### src/shared/sdc_pkg.sv
// Purpose: constants and types for the sdram timing and low-power control block
// Assumes: AXI4-Lite register access, 32-bit words
// Notes:   offsets are byte addresses
package sdc_pkg;
  localparam int          ADDR_W      = 5;
  localparam logic [4:0]  OFS_T0      = 5'h00;
  localparam logic [4:0]  OFS_T1      = 5'h04;
  localparam logic [4:0]  OFS_T2      = 5'h08;
  localparam logic [4:0]  OFS_LPC     = 5'h0C;
  localparam logic [4:0]  OFS_CFG     = 5'h10;
  localparam logic [4:0]  OFS_WP      = 5'h14;
  localparam logic [4:0]  OFS_STAT    = 5'h18;
  localparam logic [31:0] RST_T0      = 32'h2000_0000;
  localparam logic [31:0] RST_T1      = 32'h03C8_0808;
  localparam logic [31:0] RST_T2      = 32'h0000_2000;
  localparam logic [31:0] RST_LPC     = 32'h0001_0000;
  localparam logic [31:0] RST_CFG     = 32'h0000_0000;
  localparam logic [31:0] MSK_T0      = 32'hF000_0000;
  localparam logic [31:0] MSK_T1      = 32'h0FFF_FF1F;
  localparam logic [31:0] MSK_T2      = 32'h0000_FFFF;
  localparam logic [31:0] MSK_LPC     = 32'h0031_3F77;
  localparam logic [31:0] MSK_CFG     = 32'h0000_0007;
  // field positions
  localparam int          T0_MRD      = 28;
  localparam int          T1_RFC      = 0;
  localparam int          T1_XSNR     = 8;
  localparam int          T1_XSRD     = 16;
  localparam int          T1_XP       = 24;
  localparam int          T2_XARD     = 0;
  localparam int          T2_XARDS    = 4;
  localparam int          T2_RPA      = 8;
  localparam int          T2_RTP      = 12;
  localparam int          LP_CMD      = 0;
  localparam int          LP_CLKFR    = 2;
  localparam int          LP_PARTIAL_ARRAY_REFRESH     = 4;
  localparam int          LP_TCR      = 8;
  localparam int          LP_DS       = 10;
  localparam int          LP_TMO      = 12;
  localparam int          LP_ACTIVE_PD_EXIT_SPEED     = 16;
  localparam int          LP_UPD      = 20;
  localparam logic [7:0]  IDLE_64     = 8'h40;
  localparam logic [7:0]  IDLE_128    = 8'h80;
  localparam logic [1:0]  RESP_OKAY   = 2'b00;
  localparam logic [1:0]  RESP_SLVERR = 2'b10;
  localparam logic [2:0]  MT_SDR      = 3'b000;
  localparam logic [2:0]  MT_LPSDR    = 3'b001;
  localparam logic [2:0]  MT_LPDDR    = 3'b011;
  localparam logic [2:0]  MT_DDR2     = 3'b110;

  typedef enum logic [3:0] {
    CMD_NOP    = 4'h0,
    CMD_ACT    = 4'h1,
    CMD_RD     = 4'h2,
    CMD_WR     = 4'h3,
    CMD_PRE    = 4'h4,
    CMD_PREALL = 4'h5,
    CMD_REF    = 4'h6,
    CMD_LMR    = 4'h7,
    CMD_EMR    = 4'h8,
    CMD_SREF   = 4'h9,
    CMD_PDN    = 4'hA,
    CMD_DPD    = 4'hB
  } sdc_cmd_t;

  typedef enum logic [2:0] {
    ST_ACTIVE = 3'b001,
    ST_EMR    = 3'b010,
    ST_LOW    = 3'b100
  } sdc_state_t;
endpackage

### src/rtl/sdc_ctrl.sv
// Purpose: command spacing and low-power policy for an sdram controller
// Assumes: aclk 100 MHz, link_clk asynchronous and sampled here
// Notes:   delay counters count memory clock rising edges
//
// Decided for this implementation: the register offsets and register access over AXI4-Lite.
`timescale 1ns/100ps
`default_nettype none
// Notes on behaviour
// - wait mode-load delay before activate or refresh
// - wait refresh delay before activate or refresh
// - self-refresh exit delay before non-read commands
// - ddr self-refresh exit delay before reads
// - power-down exit delay before any command
// - fast active power-down exit read delay
// - slow active power-down exit read delay
// - precharge-all delay before any command
// - read to precharge minimum spacing
// - write protect blocks configuration writes
// - low-power command 00 issues nothing
// - 01 self refresh, clock stopped, cke low
// - 10 power-down after every access
// - 11 deep power-down, low-power sdr only
// - clock freeze holds memory clock low
// - partial array field sent to memory
// - partial array change rewrites extended mode
// - update policy: off, at refresh, before self-refresh
// - idle timeout immediate, 64 or 128 cycles; setting 11 never enters low power
// - exit speed bit picks read delay
module sdc_ctrl (
  input  wire logic                  aclk,
  input  wire logic                  aresetn,
  input  wire logic [sdc_pkg::ADDR_W-1:0] s_axi_awaddr,
  input  wire logic                  s_axi_awvalid,
  output logic                       s_axi_awready,
  input  wire logic [31:0]           s_axi_wdata,
  input  wire logic [3:0]            s_axi_wstrb,
  input  wire logic                  s_axi_wvalid,
  output logic                       s_axi_wready,
  output logic [1:0]                 s_axi_bresp,
  output logic                       s_axi_bvalid,
  input  wire logic                  s_axi_bready,
  input  wire logic [sdc_pkg::ADDR_W-1:0] s_axi_araddr,
  input  wire logic                  s_axi_arvalid,
  output logic                       s_axi_arready,
  output logic [31:0]                s_axi_rdata,
  output logic [1:0]                 s_axi_rresp,
  output logic                       s_axi_rvalid,
  input  wire logic                  s_axi_rready,
  input  wire logic                  init_done,
  input  wire logic                  cmd_valid,
  input  wire sdc_pkg::sdc_cmd_t     cmd_code,
  output logic                       cmd_ready,
  input  wire logic                  link_clk,
  output sdc_pkg::sdc_cmd_t          mem_cmd_reg,
  output logic                       mem_cke_reg,
  output logic                       mem_clk_en_reg,
  output logic [11:0]                emr_data_reg
);
  import sdc_pkg::*;

  logic [31:0] t0_reg, t1_reg, t2_reg, lpc_reg, cfg_reg;
  logic        wp_reg;
  logic [ADDR_W-1:0] awaddr_reg;
  logic [31:0] wdata_reg;
  logic [3:0]  wstrb_reg;
  logic        aw_held_reg, w_held_reg;
  logic        lk_s1_reg, lk_s2_reg, lk_s3_reg;
  logic        link_rise;
  sdc_state_t  state_reg;
  logic        lp_sr_reg, emr_pend_reg, emr_then_sr_reg;
  logic [7:0]  idle_reg;
  logic [3:0]  lmr_cnt_reg, xp_cnt_reg, xard_cnt_reg, rpa_cnt_reg, rtp_cnt_reg;
  logic [4:0]  rfc_cnt_reg;
  logic [7:0]  xsnr_cnt_reg, xsrd_cnt_reg;
  logic        is_ddr, is_ddr2, take, wr_fire, lp_enter, lp_exit, idle_done;
  logic [1:0]  lp_mode;
  logic [11:0] emr_bits, emr_bits_new;
  logic [31:0] lpc_new;

  function automatic logic [31:0] merge(input logic [31:0] old, input logic [31:0] nw,
                                        input logic [3:0] be, input logic [31:0] msk);
    logic [31:0] r;
    r = old;
    for (int i = 0; i < 4; i++) begin
      if (be[i]) begin
        r[i*8 +: 8] = nw[i*8 +: 8];
      end
    end
    return r & msk;
  endfunction

  function automatic logic [7:0] dec8(input logic [7:0] v, input logic tick);
    return (tick && v != 8'h00) ? v - 8'h01 : v;
  endfunction

  function automatic logic [3:0] dec4(input logic [3:0] v, input logic tick);
    return (tick && v != 4'h0) ? v - 4'h1 : v;
  endfunction

  function automatic logic [7:0] idle_limit(input logic [1:0] sel);
    unique case (sel)
      2'b00:   return 8'h00;
      2'b01:   return IDLE_64;
      default: return IDLE_128;
    endcase
  endfunction

  // register views
  logic [3:0] mode_load_to_activate_delay, powerdown_exit_delay;
  logic [4:0] refresh_cycle_delay;
  logic [7:0] self_refresh_exit_nonread_delay, self_refresh_exit_read_delay;
  logic [3:0] fast_active_pd_exit_read_delay, slow_active_pd_exit_read_delay;
  logic [3:0] precharge_all_delay, read_to_precharge_delay;
  logic [1:0] low_power_command, mode_reg_update_policy, lp_timeout;
  logic       clock_freeze, active_pd_exit_speed;
  assign mode_load_to_activate_delay     = t0_reg[T0_MRD +: 4];
  assign refresh_cycle_delay             = t1_reg[T1_RFC +: 5];
  assign self_refresh_exit_nonread_delay = t1_reg[T1_XSNR +: 8];
  assign self_refresh_exit_read_delay    = t1_reg[T1_XSRD +: 8];
  assign powerdown_exit_delay            = t1_reg[T1_XP +: 4];
  assign fast_active_pd_exit_read_delay  = t2_reg[T2_XARD +: 4];
  assign slow_active_pd_exit_read_delay  = t2_reg[T2_XARDS +: 4];
  assign precharge_all_delay             = t2_reg[T2_RPA +: 4];
  assign read_to_precharge_delay         = t2_reg[T2_RTP +: 4];
  assign low_power_command               = lpc_reg[LP_CMD +: 2];
  assign clock_freeze                    = lpc_reg[LP_CLKFR];
  assign lp_timeout                      = lpc_reg[LP_TMO +: 2];
  assign active_pd_exit_speed            = lpc_reg[LP_ACTIVE_PD_EXIT_SPEED];
  assign mode_reg_update_policy          = lpc_reg[LP_UPD +: 2];
  // partial_array_refresh, tcr, ds and exit speed bits as written to the extended mode register
  assign emr_bits = {lpc_reg[LP_ACTIVE_PD_EXIT_SPEED], lpc_reg[LP_DS +: 2], lpc_reg[LP_TCR +: 2],
                     4'h0, lpc_reg[LP_PARTIAL_ARRAY_REFRESH +: 3]};
  assign lpc_new  = merge(lpc_reg, wdata_reg, wstrb_reg, MSK_LPC);
  assign emr_bits_new = {lpc_new[LP_ACTIVE_PD_EXIT_SPEED], lpc_new[LP_DS +: 2], lpc_new[LP_TCR +: 2],
                         4'h0, lpc_new[LP_PARTIAL_ARRAY_REFRESH +: 3]};
  assign is_ddr2  = (cfg_reg[2:0] == MT_DDR2);
  assign is_ddr   = is_ddr2 || (cfg_reg[2:0] == MT_LPDDR);

  // deep power-down only on low-power sdr, otherwise inhibited
  assign lp_mode = (low_power_command == 2'b11 && cfg_reg[2:0] != MT_LPSDR)
                   ? 2'b00 : low_power_command;

  // axi write channel
  assign s_axi_awready = !aw_held_reg;
  assign s_axi_wready  = !w_held_reg;
  assign wr_fire       = aw_held_reg && w_held_reg && !s_axi_bvalid;

  always_ff @(posedge aclk) begin
    if (!aresetn) begin
      aw_held_reg  <= 1'b0;
      w_held_reg   <= 1'b0;
      awaddr_reg   <= '0;
      wdata_reg    <= 32'h0000_0000;
      wstrb_reg    <= 4'h0;
      s_axi_bvalid <= 1'b0;
      s_axi_bresp  <= RESP_OKAY;
    end else begin
      if (s_axi_awvalid && !aw_held_reg) begin
        aw_held_reg <= 1'b1;
        awaddr_reg  <= s_axi_awaddr;
      end
      if (s_axi_wvalid && !w_held_reg) begin
        w_held_reg <= 1'b1;
        wdata_reg  <= s_axi_wdata;
        wstrb_reg  <= s_axi_wstrb;
      end
      if (wr_fire) begin
        aw_held_reg  <= 1'b0;
        w_held_reg   <= 1'b0;
        s_axi_bvalid <= 1'b1;
        s_axi_bresp  <= (awaddr_reg[1:0] != 2'b00 || awaddr_reg > OFS_STAT)
                        ? RESP_SLVERR : RESP_OKAY;
      end else if (s_axi_bvalid && s_axi_bready) begin
        s_axi_bvalid <= 1'b0;
      end
    end
  end

  // configuration registers, silently held while protected
  always_ff @(posedge aclk) begin
    if (!aresetn) begin
      t0_reg  <= RST_T0;
      t1_reg  <= RST_T1;
      t2_reg  <= RST_T2;
      lpc_reg <= RST_LPC;
      cfg_reg <= RST_CFG;
      wp_reg  <= 1'b0;
    end else if (wr_fire) begin
      if (awaddr_reg == OFS_WP && wstrb_reg[0]) begin
        wp_reg <= wdata_reg[0];
      end
      if (!wp_reg) begin
        unique case (awaddr_reg)
          OFS_T0:  t0_reg  <= merge(t0_reg, wdata_reg, wstrb_reg, MSK_T0);
          OFS_T1:  t1_reg  <= merge(t1_reg, wdata_reg, wstrb_reg, MSK_T1);
          OFS_T2:  t2_reg  <= merge(t2_reg, wdata_reg, wstrb_reg, MSK_T2);
          OFS_LPC: lpc_reg <= merge(lpc_reg, wdata_reg, wstrb_reg, MSK_LPC);
          OFS_CFG: cfg_reg <= merge(cfg_reg, wdata_reg, wstrb_reg, MSK_CFG);
          default: ;
        endcase
      end
    end
  end

  // axi read channel
  assign s_axi_arready = !s_axi_rvalid;
  always_ff @(posedge aclk) begin
    if (!aresetn) begin
      s_axi_rvalid <= 1'b0;
      s_axi_rdata  <= 32'h0000_0000;
      s_axi_rresp  <= RESP_OKAY;
    end else if (s_axi_arvalid && !s_axi_rvalid) begin
      s_axi_rvalid <= 1'b1;
      s_axi_rresp  <= RESP_OKAY;
      unique case (s_axi_araddr)
        OFS_T0:   s_axi_rdata <= t0_reg;
        OFS_T1:   s_axi_rdata <= t1_reg;
        OFS_T2:   s_axi_rdata <= t2_reg;
        OFS_LPC:  s_axi_rdata <= lpc_reg;
        OFS_CFG:  s_axi_rdata <= cfg_reg;
        OFS_WP:   s_axi_rdata <= {31'h0000_0000, wp_reg};
        OFS_STAT: s_axi_rdata <= {23'h00_0000, emr_pend_reg, lp_sr_reg,
                                  mem_cke_reg, mem_clk_en_reg, 1'b0, state_reg, !cmd_ready};
        default: begin
          s_axi_rdata <= 32'h0000_0000;
          s_axi_rresp <= RESP_SLVERR;
        end
      endcase
    end else if (s_axi_rready) begin
      s_axi_rvalid <= 1'b0;
    end
  end

  // link clock synchroniser and edge finder
  always_ff @(posedge aclk) begin
    if (!aresetn) begin
      lk_s1_reg <= 1'b0;
      lk_s2_reg <= 1'b0;
      lk_s3_reg <= 1'b0;
    end else begin
      lk_s1_reg <= link_clk;
      lk_s2_reg <= lk_s1_reg;
      lk_s3_reg <= lk_s2_reg;
    end
  end
  assign link_rise = lk_s2_reg && !lk_s3_reg;

  // command admission
  always_comb begin
    cmd_ready = 1'b0;
    if (state_reg == ST_ACTIVE && link_rise && !lp_enter && xp_cnt_reg == 4'h0
        && rpa_cnt_reg == 4'h0) begin
      unique case (cmd_code)
        CMD_ACT, CMD_REF:
          cmd_ready = lmr_cnt_reg == 4'h0 && rfc_cnt_reg == 5'h00
                      && xsnr_cnt_reg == 8'h00;
        CMD_RD:
          cmd_ready = xsrd_cnt_reg == 8'h00 && xard_cnt_reg == 4'h0;
        CMD_PRE, CMD_PREALL:
          cmd_ready = rtp_cnt_reg == 4'h0 && xsnr_cnt_reg == 8'h00;
        CMD_WR, CMD_LMR, CMD_NOP:
          cmd_ready = xsnr_cnt_reg == 8'h00;
        default:
          cmd_ready = 1'b0;
      endcase
    end
  end
  assign take = cmd_valid && cmd_ready;

  // idle counting and low-power transitions
  assign idle_done = idle_reg >= idle_limit(lp_timeout) && lp_timeout != 2'b11;
  assign lp_enter  = state_reg == ST_ACTIVE && link_rise && !cmd_valid && init_done
                     && lp_mode != 2'b00 && idle_done && xsnr_cnt_reg == 8'h00
                     && xp_cnt_reg == 4'h0 && rpa_cnt_reg == 4'h0;
  // a stopped memory clock gives no edges, so wake without one
  assign lp_exit   = state_reg == ST_LOW && (link_rise || !mem_clk_en_reg) && cmd_valid;

  always_ff @(posedge aclk) begin
    if (!aresetn) begin
      idle_reg <= 8'h00;
    end else if (state_reg != ST_ACTIVE || cmd_valid) begin
      idle_reg <= 8'h00;
    end else if (link_rise && idle_reg != 8'hFF) begin
      idle_reg <= idle_reg + 8'h01;
    end
  end

  always_ff @(posedge aclk) begin
    if (!aresetn) begin
      state_reg       <= ST_ACTIVE;
      lp_sr_reg       <= 1'b0;
      emr_then_sr_reg <= 1'b0;
      mem_cmd_reg     <= CMD_NOP;
      mem_cke_reg     <= 1'b1;
      mem_clk_en_reg  <= 1'b1;
      emr_data_reg    <= 12'h000;
    end else begin
      mem_cmd_reg <= take ? cmd_code : CMD_NOP;
      unique case (state_reg)
        ST_ACTIVE: begin
          if (take && cmd_code == CMD_REF && emr_pend_reg
              && mode_reg_update_policy == 2'b01) begin
            state_reg <= ST_EMR;
          end else if (lp_enter && lp_mode == 2'b01 && emr_pend_reg
                       && mode_reg_update_policy == 2'b10) begin
            state_reg       <= ST_EMR;
            emr_then_sr_reg <= 1'b1;
          end else if (lp_enter) begin
            state_reg   <= ST_LOW;
            lp_sr_reg   <= lp_mode == 2'b01;
            mem_cke_reg <= 1'b0;
            unique case (lp_mode)
              2'b01:   mem_cmd_reg <= CMD_SREF;
              2'b10:   mem_cmd_reg <= CMD_PDN;
              default: mem_cmd_reg <= CMD_DPD;
            endcase
            mem_clk_en_reg <= lp_mode != 2'b01 && !clock_freeze;
          end
        end
        ST_EMR: begin
          if (link_rise) begin
            mem_cmd_reg     <= CMD_EMR;
            emr_data_reg    <= emr_bits;
            emr_then_sr_reg <= 1'b0;
            state_reg       <= ST_ACTIVE;
          end
        end
        ST_LOW: begin
          if (lp_exit) begin
            state_reg      <= ST_ACTIVE;
            mem_cke_reg    <= 1'b1;
            mem_clk_en_reg <= 1'b1;
          end
        end
      endcase
    end
  end

  // pending extended mode rewrite, set wins over clear
  always_ff @(posedge aclk) begin
    if (!aresetn) begin
      emr_pend_reg <= 1'b0;
    end else if (wr_fire && !wp_reg && awaddr_reg == OFS_LPC && init_done
                 && lpc_new != lpc_reg && emr_bits != emr_bits_new) begin
      emr_pend_reg <= 1'b1;
    end else if (state_reg == ST_EMR && link_rise) begin
      emr_pend_reg <= 1'b0;
    end
  end

  // spacing counters
  always_ff @(posedge aclk) begin
    if (!aresetn) begin
      lmr_cnt_reg  <= 4'h0;
      rfc_cnt_reg  <= 5'h00;
      xsnr_cnt_reg <= 8'h00;
      xsrd_cnt_reg <= 8'h00;
      xp_cnt_reg   <= 4'h0;
      xard_cnt_reg <= 4'h0;
      rpa_cnt_reg  <= 4'h0;
      rtp_cnt_reg  <= 4'h0;
    end else begin
      lmr_cnt_reg  <= dec4(lmr_cnt_reg, link_rise);
      rfc_cnt_reg  <= (link_rise && rfc_cnt_reg != 5'h00) ? rfc_cnt_reg - 5'h01 : rfc_cnt_reg;
      xsnr_cnt_reg <= dec8(xsnr_cnt_reg, link_rise);
      xsrd_cnt_reg <= dec8(xsrd_cnt_reg, link_rise);
      xp_cnt_reg   <= dec4(xp_cnt_reg, link_rise);
      xard_cnt_reg <= dec4(xard_cnt_reg, link_rise);
      rpa_cnt_reg  <= dec4(rpa_cnt_reg, link_rise);
      rtp_cnt_reg  <= dec4(rtp_cnt_reg, link_rise);
      if ((take && cmd_code == CMD_LMR) || (state_reg == ST_EMR && link_rise)) begin
        lmr_cnt_reg <= mode_load_to_activate_delay;
      end
      if (take && cmd_code == CMD_REF) begin
        rfc_cnt_reg <= refresh_cycle_delay;
      end
      if (take && cmd_code == CMD_RD) begin
        rtp_cnt_reg <= read_to_precharge_delay;
      end
      if (take && cmd_code == CMD_PREALL && is_ddr2) begin
        rpa_cnt_reg <= precharge_all_delay;
      end
      if (lp_exit && lp_sr_reg) begin
        xsnr_cnt_reg <= self_refresh_exit_nonread_delay;
        xsrd_cnt_reg <= is_ddr ? self_refresh_exit_read_delay
                               : self_refresh_exit_nonread_delay;
      end
      if (lp_exit && !lp_sr_reg && is_ddr) begin
        xp_cnt_reg <= powerdown_exit_delay;
      end
      if (lp_exit && !lp_sr_reg && is_ddr2) begin
        xard_cnt_reg <= active_pd_exit_speed ? slow_active_pd_exit_read_delay
                                             : fast_active_pd_exit_read_delay;
      end
    end
  end

  lmr_load_a: assert property (@(posedge aclk) disable iff (!aresetn)
    (take && cmd_code == CMD_LMR) |=> lmr_cnt_reg == $past(mode_load_to_activate_delay))
    else $error("mode load delay not loaded");
  rfc_gap_a: assert property (@(posedge aclk) disable iff (!aresetn)
    (take && (cmd_code == CMD_ACT || cmd_code == CMD_REF)) |-> rfc_cnt_reg == 5'h00)
    else $error("activate or refresh inside refresh delay");
  xsnr_load_a: assert property (@(posedge aclk) disable iff (!aresetn)
    (lp_exit && lp_sr_reg) |=> xsnr_cnt_reg == $past(self_refresh_exit_nonread_delay))
    else $error("self refresh exit delay not loaded");
  xsrd_gap_a: assert property (@(posedge aclk) disable iff (!aresetn)
    (take && cmd_code == CMD_RD) |-> xsrd_cnt_reg == 8'h00 && xard_cnt_reg == 4'h0)
    else $error("read inside exit read delay");
  xp_gap_a: assert property (@(posedge aclk) disable iff (!aresetn)
    take |-> xp_cnt_reg == 4'h0 && rpa_cnt_reg == 4'h0)
    else $error("command inside power-down exit or precharge-all delay");
  apd_sel_a: assert property (@(posedge aclk) disable iff (!aresetn)
    (lp_exit && !lp_sr_reg && is_ddr2) |=> xard_cnt_reg == ($past(active_pd_exit_speed)
      ? $past(slow_active_pd_exit_read_delay) : $past(fast_active_pd_exit_read_delay)))
    else $error("wrong active power-down exit read delay");
  rtp_load_a: assert property (@(posedge aclk) disable iff (!aresetn)
    (take && cmd_code == CMD_RD) |=> rtp_cnt_reg == $past(read_to_precharge_delay))
    else $error("read to precharge delay not loaded");
  wp_hold_a: assert property (@(posedge aclk) disable iff (!aresetn)
    (wr_fire && wp_reg) |=> $stable(t1_reg) && $stable(t2_reg) && $stable(lpc_reg))
    else $error("protected register changed");
  lp_off_a: assert property (@(posedge aclk) disable iff (!aresetn)
    (low_power_command == 2'b00 && state_reg == ST_ACTIVE) |=> state_reg != ST_LOW)
    else $error("low-power entry while inhibited");
  cke_low_a: assert property (@(posedge aclk) disable iff (!aresetn)
    state_reg == ST_LOW |-> !mem_cke_reg && (!lp_sr_reg || !mem_clk_en_reg))
    else $error("cke or clock active in low power");
endmodule
`default_nettype wire

### config.mk
export PLATFORM = sky130hd
export DESIGN_NAME = sdc_ctrl
export DESIGN_NICKNAME = d
export VERILOG_FILES = /design/src/shared/sdc_pkg.sv /design/src/rtl/sdc_ctrl.sv
export SDC_FILE = /design/constraint.sdc
export NUM_CORES = 1
export LEC_CHECK = 0
export BUFFER_PORTS_ARGS = -buffer_cell sky130_fd_sc_hd__buf_2
export CAP_MARGIN = 10
export CORE_ASPECT_RATIO = 1.2
export CORE_MARGIN = 10
export CORE_UTILIZATION = 25
export CTS_BUF_LIST = sky130_fd_sc_hd__clkbuf_4 sky130_fd_sc_hd__clkbuf_8
export CTS_CLUSTER_DIAMETER = 100
export DETAILED_ROUTE_END_ITERATION = 12
export GPL_TIMING_DRIVEN = 0
export SYNTH_ARGS = -nofsm -noshare
export SYNTH_HDL_FRONTEND = slang
export SYNTH_SLANG_ARGS = --single-unit
### constraint.sdc
create_clock -name aclk -period 2.2 [get_ports aclk]
set_input_delay 0.44 -clock aclk [delete_from_list [all_inputs] [get_ports aclk]]
set_output_delay 0.44 -clock aclk [all_outputs]
set_load 0.01 [all_outputs]
==> results of run 1 <==
==> worst paths after layout <==
kind | startpoint | end | cells after the start
min reg2reg | s_axi_rdata[22] | s_axi_rdata[22] | 2
min | link_clk | lk_s1_reg | 2
max reg2reg | rfc_cnt_reg[0] | rpa_cnt_reg[0] | 9
max | rfc_cnt_reg[0] | cmd_ready | 8
==> per-layer routing <==
metal  up-vias  global-route usage (%)  share of wire (%)
met2       289                    25.6                 49
li1       4524                       -                  -
met5         -                       0                  0
met1      4406                    17.2                 42
met4         0                    6.32                4.0
met3        81                    2.55                5.0
==> layout make-up <==
cell class                 instances  area, µm²
fill                            4233      26600
clock inverter                     4       25.0
inverter                          30        113
buffer                            76        349
timing repair buffer             125        667
multi-input combinational        881       5330
tap                              526        658
clock buffer                      56        714
sequential                       214       4290
==> timing repair <==
item / in CTS / in global routing
hold buffers: 0 / 0
buffers inserted: 7 / 8
pin swaps: 5 / 7
gates resized for setup: 39 / 22
setup endpoints to repair: 117 / 85
cloned: 0 / 0
==> logic make-up (layout without fill, tap and decap cells) <==
group / Yosys count / after routing
AO/OA/AOI/OAI: 259 / 259
XOR/XNOR: 40 / 40
adder cells (fa/ha/maj): 15 / 15
buffers and inverters: 112 / 291
flip-flops: 214 / 214
multiplexers: 39 / 39
other: 1 / 6
AND/OR/NAND/NOR: 522 / 522
==> critical path: stages, from the launching register on <==
cell	delay, ns
dfxtp_2	0.32
inv_2	0.07
ha_4	0.12
or4b_4	0.48
a2111o_1	0.35
a21oi_4	0.17
nor2_2	0.08
nor3_2	0.23
buf_2	0.20
==> layout by cell type, fill, tap and decap left out, drive strengths merged, types with 5 or more instances in the layout <==
cell type,Yosys,final
nand2,224,224
dfxtp,214,214
buf,13,139
a21oi,123,123
clkbuf,68,117
nand3,97,97
nor2,64,64
o21ai,38,38
inv,30,30
mux2i,27,27
xnor2,23,23
a211oi,21,21
nor3,21,21
a22oi,20,20
nor2b,18,18
xor2,17,17
and2,16,16
ha,15,15
nor3b,13,13
mux2,12,12
nand2b,9,9
nor4,9,9
o211ai,8,8
or3,8,8
o21a,7,7
conb,1,6
nand3b,5,5
nand4,5,5
nand4b,5,5
or4,5,5
o22ai,5,5
==> power by group through the flow <==
stage / clock network (mW) / registers, mW / logic, mW
after floorplan: 0 / 4.09 / 0.429
after global placement: 0 / 4.11 / 0.684
after detailed placement: 0 / 4.11 / 0.693
after CTS: 3.77 / 4.04 / 0.725
after global routing: 3.93 / 4.05 / 0.804
final: 3.71 / 4.05 / 0.736
==> qor.yml, run 1 <==
via_per_inst: 4.86
grt_pass1_vias: 9262
skew_ns: 0.0281
grt_pass1_wl_um: 54900
vias: 9300
dieHeight_um: 237
antenna_found_initial: 0
synth_top_cell_by_area: "dfxtp_1"
place_area_um2: 11100
hold-worst-slack_ns: 0.106
clock-sinks: 214
yosysWarnings: 0
fmax_ghz: 0.332
avgSynthCellArea_um2: 8.17
tightest_slew_ns: 0.926
die_x_um: 201
vdd_drop_max_v: 0.000413
p_int_mw: 6.27
tritoncts: "done"
numCtsBuffers: 37
area_growth_pct: 23.7
synth.most_common_cell: "nand2_1"
post_drt_wl_per_cell_um: 18.8
clkTransAtPathRegs_ns: 0.06
p_leak_nw: 4.43
finalCritPeriodShare_pct: 137
synth_top_family_by_area: "simple AND/OR/NAND/NOR gates"
final_nets: 1440
ys_ff_latch: 214
post-place-ws_ns: -0.663
violations: "setup timing"
outcome: "finished with violations"
power_frac_clock_pct: 43.7
final_cells: 1912
fin_area_um2: 12100
synth_xor_area_share_pct: 3.57
crit_type: "register to output pin"
placed_cells: 1843
grt_max_degree: 11
drtAntennaViolNets: 0
power_frac_comb_pct: 8.7
arrival_ns: 2.57
root_buffer: "clkbuf_8"
synthMuxAreaShare_pct: 4.13
rsz0062_at_grt: "yes"
slew_headroom_pct: 38.3
worstPathMaxFanout: 2
drc: 0
layout-drive-gt1-share_pct: 19.7
dp_hpwl_um: 27900
first_pass_iters: 8
cap_violations: 0
finalMaxSlewViolations: 0
hold_path.class: "input port to register"
drtIter0Drc: 630
reg2reg_slack_ns: -0.40
startpoint_type: "register"
initial_core_util_pct: 25.3
hold_violations: 0
netlist_top_cells_count: "nand2_1 (224), dfxtp_1 (214), a21oi_1 (123)"
crit_required_ns: 1.76
clock_latency_ns: 0.57
seqPwrFrac_pct: 47.6
synth-adder-area-share_pct: 1.91
p_switching_mw: 2.23
die-area_um2: 47600
io_pins: 120
overflow: 0
synthCells: 1202
synth_edf_count: 0
clockBufferDepth: 3
rows: 79
io_buffers: 110
p_sw_share_pct: 26.2
async_reset_ff_share_pct: 0
ys_seq_area_share_pct: 43.6
gp_congestion: 0.918
critPathCaptureType: "output pin"
fin_crit_ns: 3.01
core_um2: 38700
htreeDepth: 2
track_usage_pct: 14.6
power_density_nw_per_um2: 699
syn_area_um2: 9820
yosys.area_share.simple_pct: 25.6
final_util_pct: 31.4
setup_tns_ns: -2.98
antenna_cells: 0
setup_viol_count_final: 13
synth-compound-area-share_pct: 16.3
p_total_mw: 8.49
synth_top_area_share_pct: 43.6
synth-main-ff-cell: "dfxtp_1"
fin_ws_ns: -0.810
wl_um: 35900
synth_cell_type_count: 76
ys_top_cells_by_area: "dfxtp_1 (44%), nand2_1 (8.6%), a21oi_1 (6.3%)"
Note: power is estimated with default switching activity, not from simulation.
==> inputs of run 2 (changes only) <==
- CELL_PAD_IN_SITES_DETAIL_PLACEMENT: default -> 0
- CELL_PAD_IN_SITES_GLOBAL_PLACEMENT: default -> 2
- PLACE_DENSITY_LB_ADDON: default -> 0.1
==> run 2 against run 1 <==
The run still ends with setup timing left. Flip-flop and latch count unchanged. Clock power increased by 5%. Sequential power about the same. First-iteration DRC count decreased by 24%. Hold slack got worse by 0.027 ns. Combinational power increased by 7.2%. Wire length increased by 14%. Largest cell class unchanged. Sequential share of layout area decreased by 0.52 points. Cell count increased by 0.84%.
==> qor.yml, run 2 (synthesized netlist as in run 1, its figures left out) <==
outcome: "finished with violations"
violations: "setup timing"
final_cell_mix: "nand2_1 (222), dfxtp_1 (205), a21oi_1 (122)"
vias: 9188
arrival_ns: 2.40
fin_area_um2: 12400
worstPathMaxFanout: 2
place_area_um2: 11100
power_density_nw_per_um2: 707
drtIter0Drc: 477
setup_viol_count_final: 12
via_per_inst: 4.77
track_usage_pct: 16.6
fmax_ghz: 0.352
clock_latency_ns: 0.57
crit_required_ns: 1.76
rsz0062_at_grt: "yes"
drc: 0
antenna_cells: 0
die-area_um2: 47600
clock-sinks: 214
gp_congestion: 0.835
post_drt_wl_per_cell_um: 21.2
vdd_drop_max_v: 0.000340
root_buffer: "clkbuf_8"
skew_ns: 0.0253
critPathCaptureType: "output pin"
drtAntennaViolNets: 0
die_x_um: 201
finalCritPeriodShare_pct: 129
dp_hpwl_um: 31300
final_nets: 1455
dieHeight_um: 237
clkTransAtPathRegs_ns: 0.06
wl_um: 40900
grt_pass1_vias: 9228
tightest_slew_ns: 1.04
nFillCells: 4309
finalMaxSlewViolations: 0
area_growth_pct: 25.8
antenna_found_initial: 0
layout-drive-gt1-share_pct: 21.2
hold_violations: 0
grt_pass1_wl_um: 60200
slew_headroom_pct: 30.8
setup_tns_ns: -1.78
first_pass_iters: 4
grt_max_degree: 12
overflow: 0
crit_type: "register to output pin"
clockBufferDepth: 3
fin_ws_ns: -0.638
io_buffers: 110
rows: 79
core_um2: 38700
io_pins: 120
startpoint_type: "register"
htreeDepth: 2
fin_crit_ns: 2.84
final_common_cell: "nand2_1"
tritoncts: "done"
p_leak_nw: 4.54
hold_path.class: "input port to register"
numCtsBuffers: 41
holdBufCountCts: 0
cap_violations: 0
initial_core_util_pct: 25.3
-- run 2: changes by cell type in the layout (fill, tap and decap cells not counted), moves of 2 or more --
cell	previous run	this run
clkbuf_2	4	8
dfxtp_1	209	205
dfxtp_2	4	7
o21ai_0	37	35
ha_4	1	3
inv_1	26	24
nor3b_4	4	6
clkbuf_4	11	17
nor3_2	3	1
inv_2	4	6
buf_4	20	26
-- run 2: critical path, stage by stage, from the launching register on --
cell      delay [ns]
dfxtp_2         0.32
inv_2           0.07
ha_4            0.12
or4b_4          0.49
a2111o_1        0.36
a21oi_4         0.17
nor2_2          0.06
nor3_2          0.10
buf_2           0.16
-- run 2: area by class of cell --
cell class              count  area (µm²)  share of cell area (%)
flip-flops and latches    214        4300                    34.8
clock inverters             4        33.8                   0.274
well taps                 526         658                    5.33
repair buffers            133         726                    5.88
inverters                  30         113                   0.912
clock buffers              61         746                    6.04
plain buffers              79         368                    2.98
multi-input cells         881        5410                    43.8
-- run 2: power by group --
| part | switching, mW | leakage [nW] | internal, mW |
|---|---|---|---|
| Clock | 1.75 | 0.415 | 2.15 |
| Sequential | 0.0954 | 1.74 | 3.95 |
| Combinational | 0.511 | 2.38 | 0.278 |
-- run 2: final timing paths --
kind                        start              end  slack, ns  cells past startpoint
setup / recovery   rfc_cnt_reg[0]        cmd_ready      -0.64                      8
hold / removal           link_clk        lk_s1_reg       0.08                      2
setup reg to reg   rfc_cnt_reg[0]   rpa_cnt_reg[1]      -0.20                      8
hold reg to reg   s_axi_rdata[19]  s_axi_rdata[19]       0.45                      2
-- run 2: timing repair --
action                                  4_1_cts  5_1_grt
buffers inserted                             14        7
endpoints found under the setup margin      123       72
pin swaps                                    11       10
gates resized for setup                      46       41
-- run 2: metrics by stage --
step / instances / hold WS (ns) / power [mW] / setup WS, ns / utilization, %
4_1_cts: 1920 / 0.0399 / 8.88 / -0.748 / 31.3
6_report: 1928 / 0.0791 / 8.73 / -0.638 / 31.9
2_1_floorplan: 1207 / 0.412 / 4.52 / -0.0474 / -
5_1_grt: 1928 / 0.0672 / 9.13 / -0.781 / 31.9
3_5_place_dp: 1844 / 0.417 / 4.85 / -0.838 / 28.6
3_3_place_gp: 1843 / 0.435 / 4.85 / -0.887 / 28.6
-- run 2: layer usage --
layer / part of all wire (%) / vias up / wire length, µm / GRT usage (%)
li1: - / 4554 / - / -
met1: 45 / 4399 / 18300 / 20.4
met2: 49 / 176 / 20200 / 29.1
met3: 3.7 / 59 / 1510 / 2.96
met4: 2.2 / 0 / 901 / 4.55
met5: 0 / - / 0 / 0
==> inputs of run 3 (changes only) <==
- CELL_PAD_IN_SITES_DETAIL_PLACEMENT: 0 -> 1
- GPL_TIMING_DRIVEN: 0 -> default
- SETUP_SLACK_MARGIN: default -> 0.3
==> run 3 against run 2 <==
The run still ends with setup timing left. Highest routed layer unchanged. Clock skew fell by 0.0086 ns. Critical path depth did not move. Global-route usage is 0.94 points lower. Largest power group is now clock. Wire length fell by 6.7%. First-iteration DRC count is 30% lower.
==> qor.yml, run 3 (synthesized netlist as in run 1, its figures left out) <==
outcome: "finished with violations"
violations: "setup timing"
grt_max_degree: 47
setup_tns_ns: -2.73
crit_type: "register to output pin"
finalCritPeriodShare_pct: 131
layout-drive-gt1-share_pct: 29.6
fmax_ghz: 0.347
maxUsedRoutingLayer: "met4"
grt_pass1_wl_um: 58900
power_frac_comb_pct: 9.1
nFillCells: 4621
drtIter0Drc: 335
seqPwrFrac_pct: 44.8
overflow: 0
numCtsBuffers: 42
final_nets: 1465
setup_viol_count_final: 14
dr_wl_met2_um: 17700
first_pass_iters: 4
p_total_mw: 9.04
skew_ns: 0.0167
final_cells: 1943
wl_um: 38100
antenna_cells: 0
hold_path.class: "input port to register"
via_per_inst: 4.76
p_switching_mw: 2.36
gp_congestion: 0.807
fin_crit_ns: 2.88
clock-sinks: 214
critPathCaptureType: "output pin"
rows: 79
core_um2: 38700
htreeDepth: 2
post_drt_wl_per_cell_um: 19.6
final_common_cell: "nand2_1"
tightest_slew_ns: 0.578
die-area_um2: 47600
arrival_ns: 2.44
cap_violations: 0
hold_violations: 0
p_int_mw: 6.69
io_buffers: 113
p_sw_share_pct: 26.1
placed_cells: 1848
startpoint_type: "register"
vias: 9248
area_growth_pct: 32.6
grt_pass1_vias: 9667
holdBufCountCts: 0
drtAntennaViolNets: 0
clockBufferDepth: 3
p_leak_nw: 4.90
power_density_nw_per_um2: 695
clkTransAtPathRegs_ns: 0.06
routed-wl-met3_um: 1770
final_cell_mix: "nand2_1 (219), dfxtp_1 (199), a21oi_1 (120)"
vdd_drop_max_v: 0.000365
dieHeight_um: 237
root_buffer: "clkbuf_8"
io_pins: 120
wl_met1_um: 17900
worstPathMaxFanout: 2
initial_core_util_pct: 25.3
drc: 0
finalMaxSlewViolations: 0
fin_area_um2: 13000
track_usage_pct: 15.7
power_frac_clock_pct: 46.1
crit_required_ns: 1.76
place_area_um2: 11500
antenna_found_initial: 0
die_x_um: 201
rsz0062_at_grt: "yes"
dp_hpwl_um: 28600
fin_ws_ns: -0.681
tritoncts: "done"
clock_latency_ns: 0.58
slew_headroom_pct: 61.4
==> run 3: cell count changes in the layout (fill, tap and decap cells not counted), sizes merged <==
| cell | change |
|---|---|
| clkinvlp | -1 |
| buf | +75 |
| clkbuf | -58 |
| dlygate4sd3 | -1 |
| clkinv | -2 |
| inv | +2 |
==> run 3: final cells by class <==
type,instances,area [µm²],area share (%)
multi-input cells,881,5580,42.9
flip-flops and latches,214,4310,33.1
repair buffers,221,1500,11.5
clock buffers,68,836,6.42
well taps,526,658,5.06
inverters,30,118,0.904
clock inverters,3,22.5,0.173
==> run 3: worst max-delay path: stages (launching register included) <==
cell and delay, ns:
dfxtp_2 0.32, inv_2 0.06, ha_4 0.13, or4b_4 0.48
a2111o_1 0.35, a21oi_2 0.17, nor2_2 0.07, nor3_2 0.13
buf_2 0.16
==> run 3: worst paths after layout <==
path / startpoint / end / slack (ns) / cells after the start
max: rfc_cnt_reg[1] / cmd_ready / -0.68 / 8
min reg2reg: s_axi_rdata[27] / s_axi_rdata[27] / 0.45 / 2
max reg2reg: rfc_cnt_reg[1] / rpa_cnt_reg[1] / -0.27 / 9
min: link_clk / lk_s1_reg / 0.07 / 2
==> run 3: metrics by stage <==
step	hold slack [ns]	util, %	worst slack, ns
global placement	0.424	29.6	-0.145
floorplan	0.412	-	0.0204
detailed placement	0.437	29.6	-0.165
finish	0.0704	33.6	-0.681
CTS	0.0298	32.7	-0.730
global route	0.0612	33.6	-0.800
==> run 3: layer usage <==
| layer | vias up | track usage [%] |
|---|---|---|
| met3 | 51 | 2.91 |
| met5 | - | 0 |
| met2 | 147 | 25.5 |
| met1 | 4476 | 20.6 |
| li1 | 4574 | - |
| met4 | 0 | 4.48 |
==> run 3: power by group through the flow <==
stage / clock [mW] / combinational, mW / sequential, mW
2_1_floorplan: 0 / 0.435 / 4.09
3_3_place_gp: 0 / 0.736 / 4.13
3_5_place_dp: 0 / 0.739 / 4.13
4_1_cts: 4.35 / 0.781 / 4.05
5_1_grt: 4.53 / 0.909 / 4.06
6_report: 4.17 / 0.819 / 4.05
==> run 3: repair_timing <==
action,in CTS,in global routing
setup endpoints to repair,82,104
pin swaps,17,17
setup buffers,11,13
resized for setup,62,66
cloned,0,0
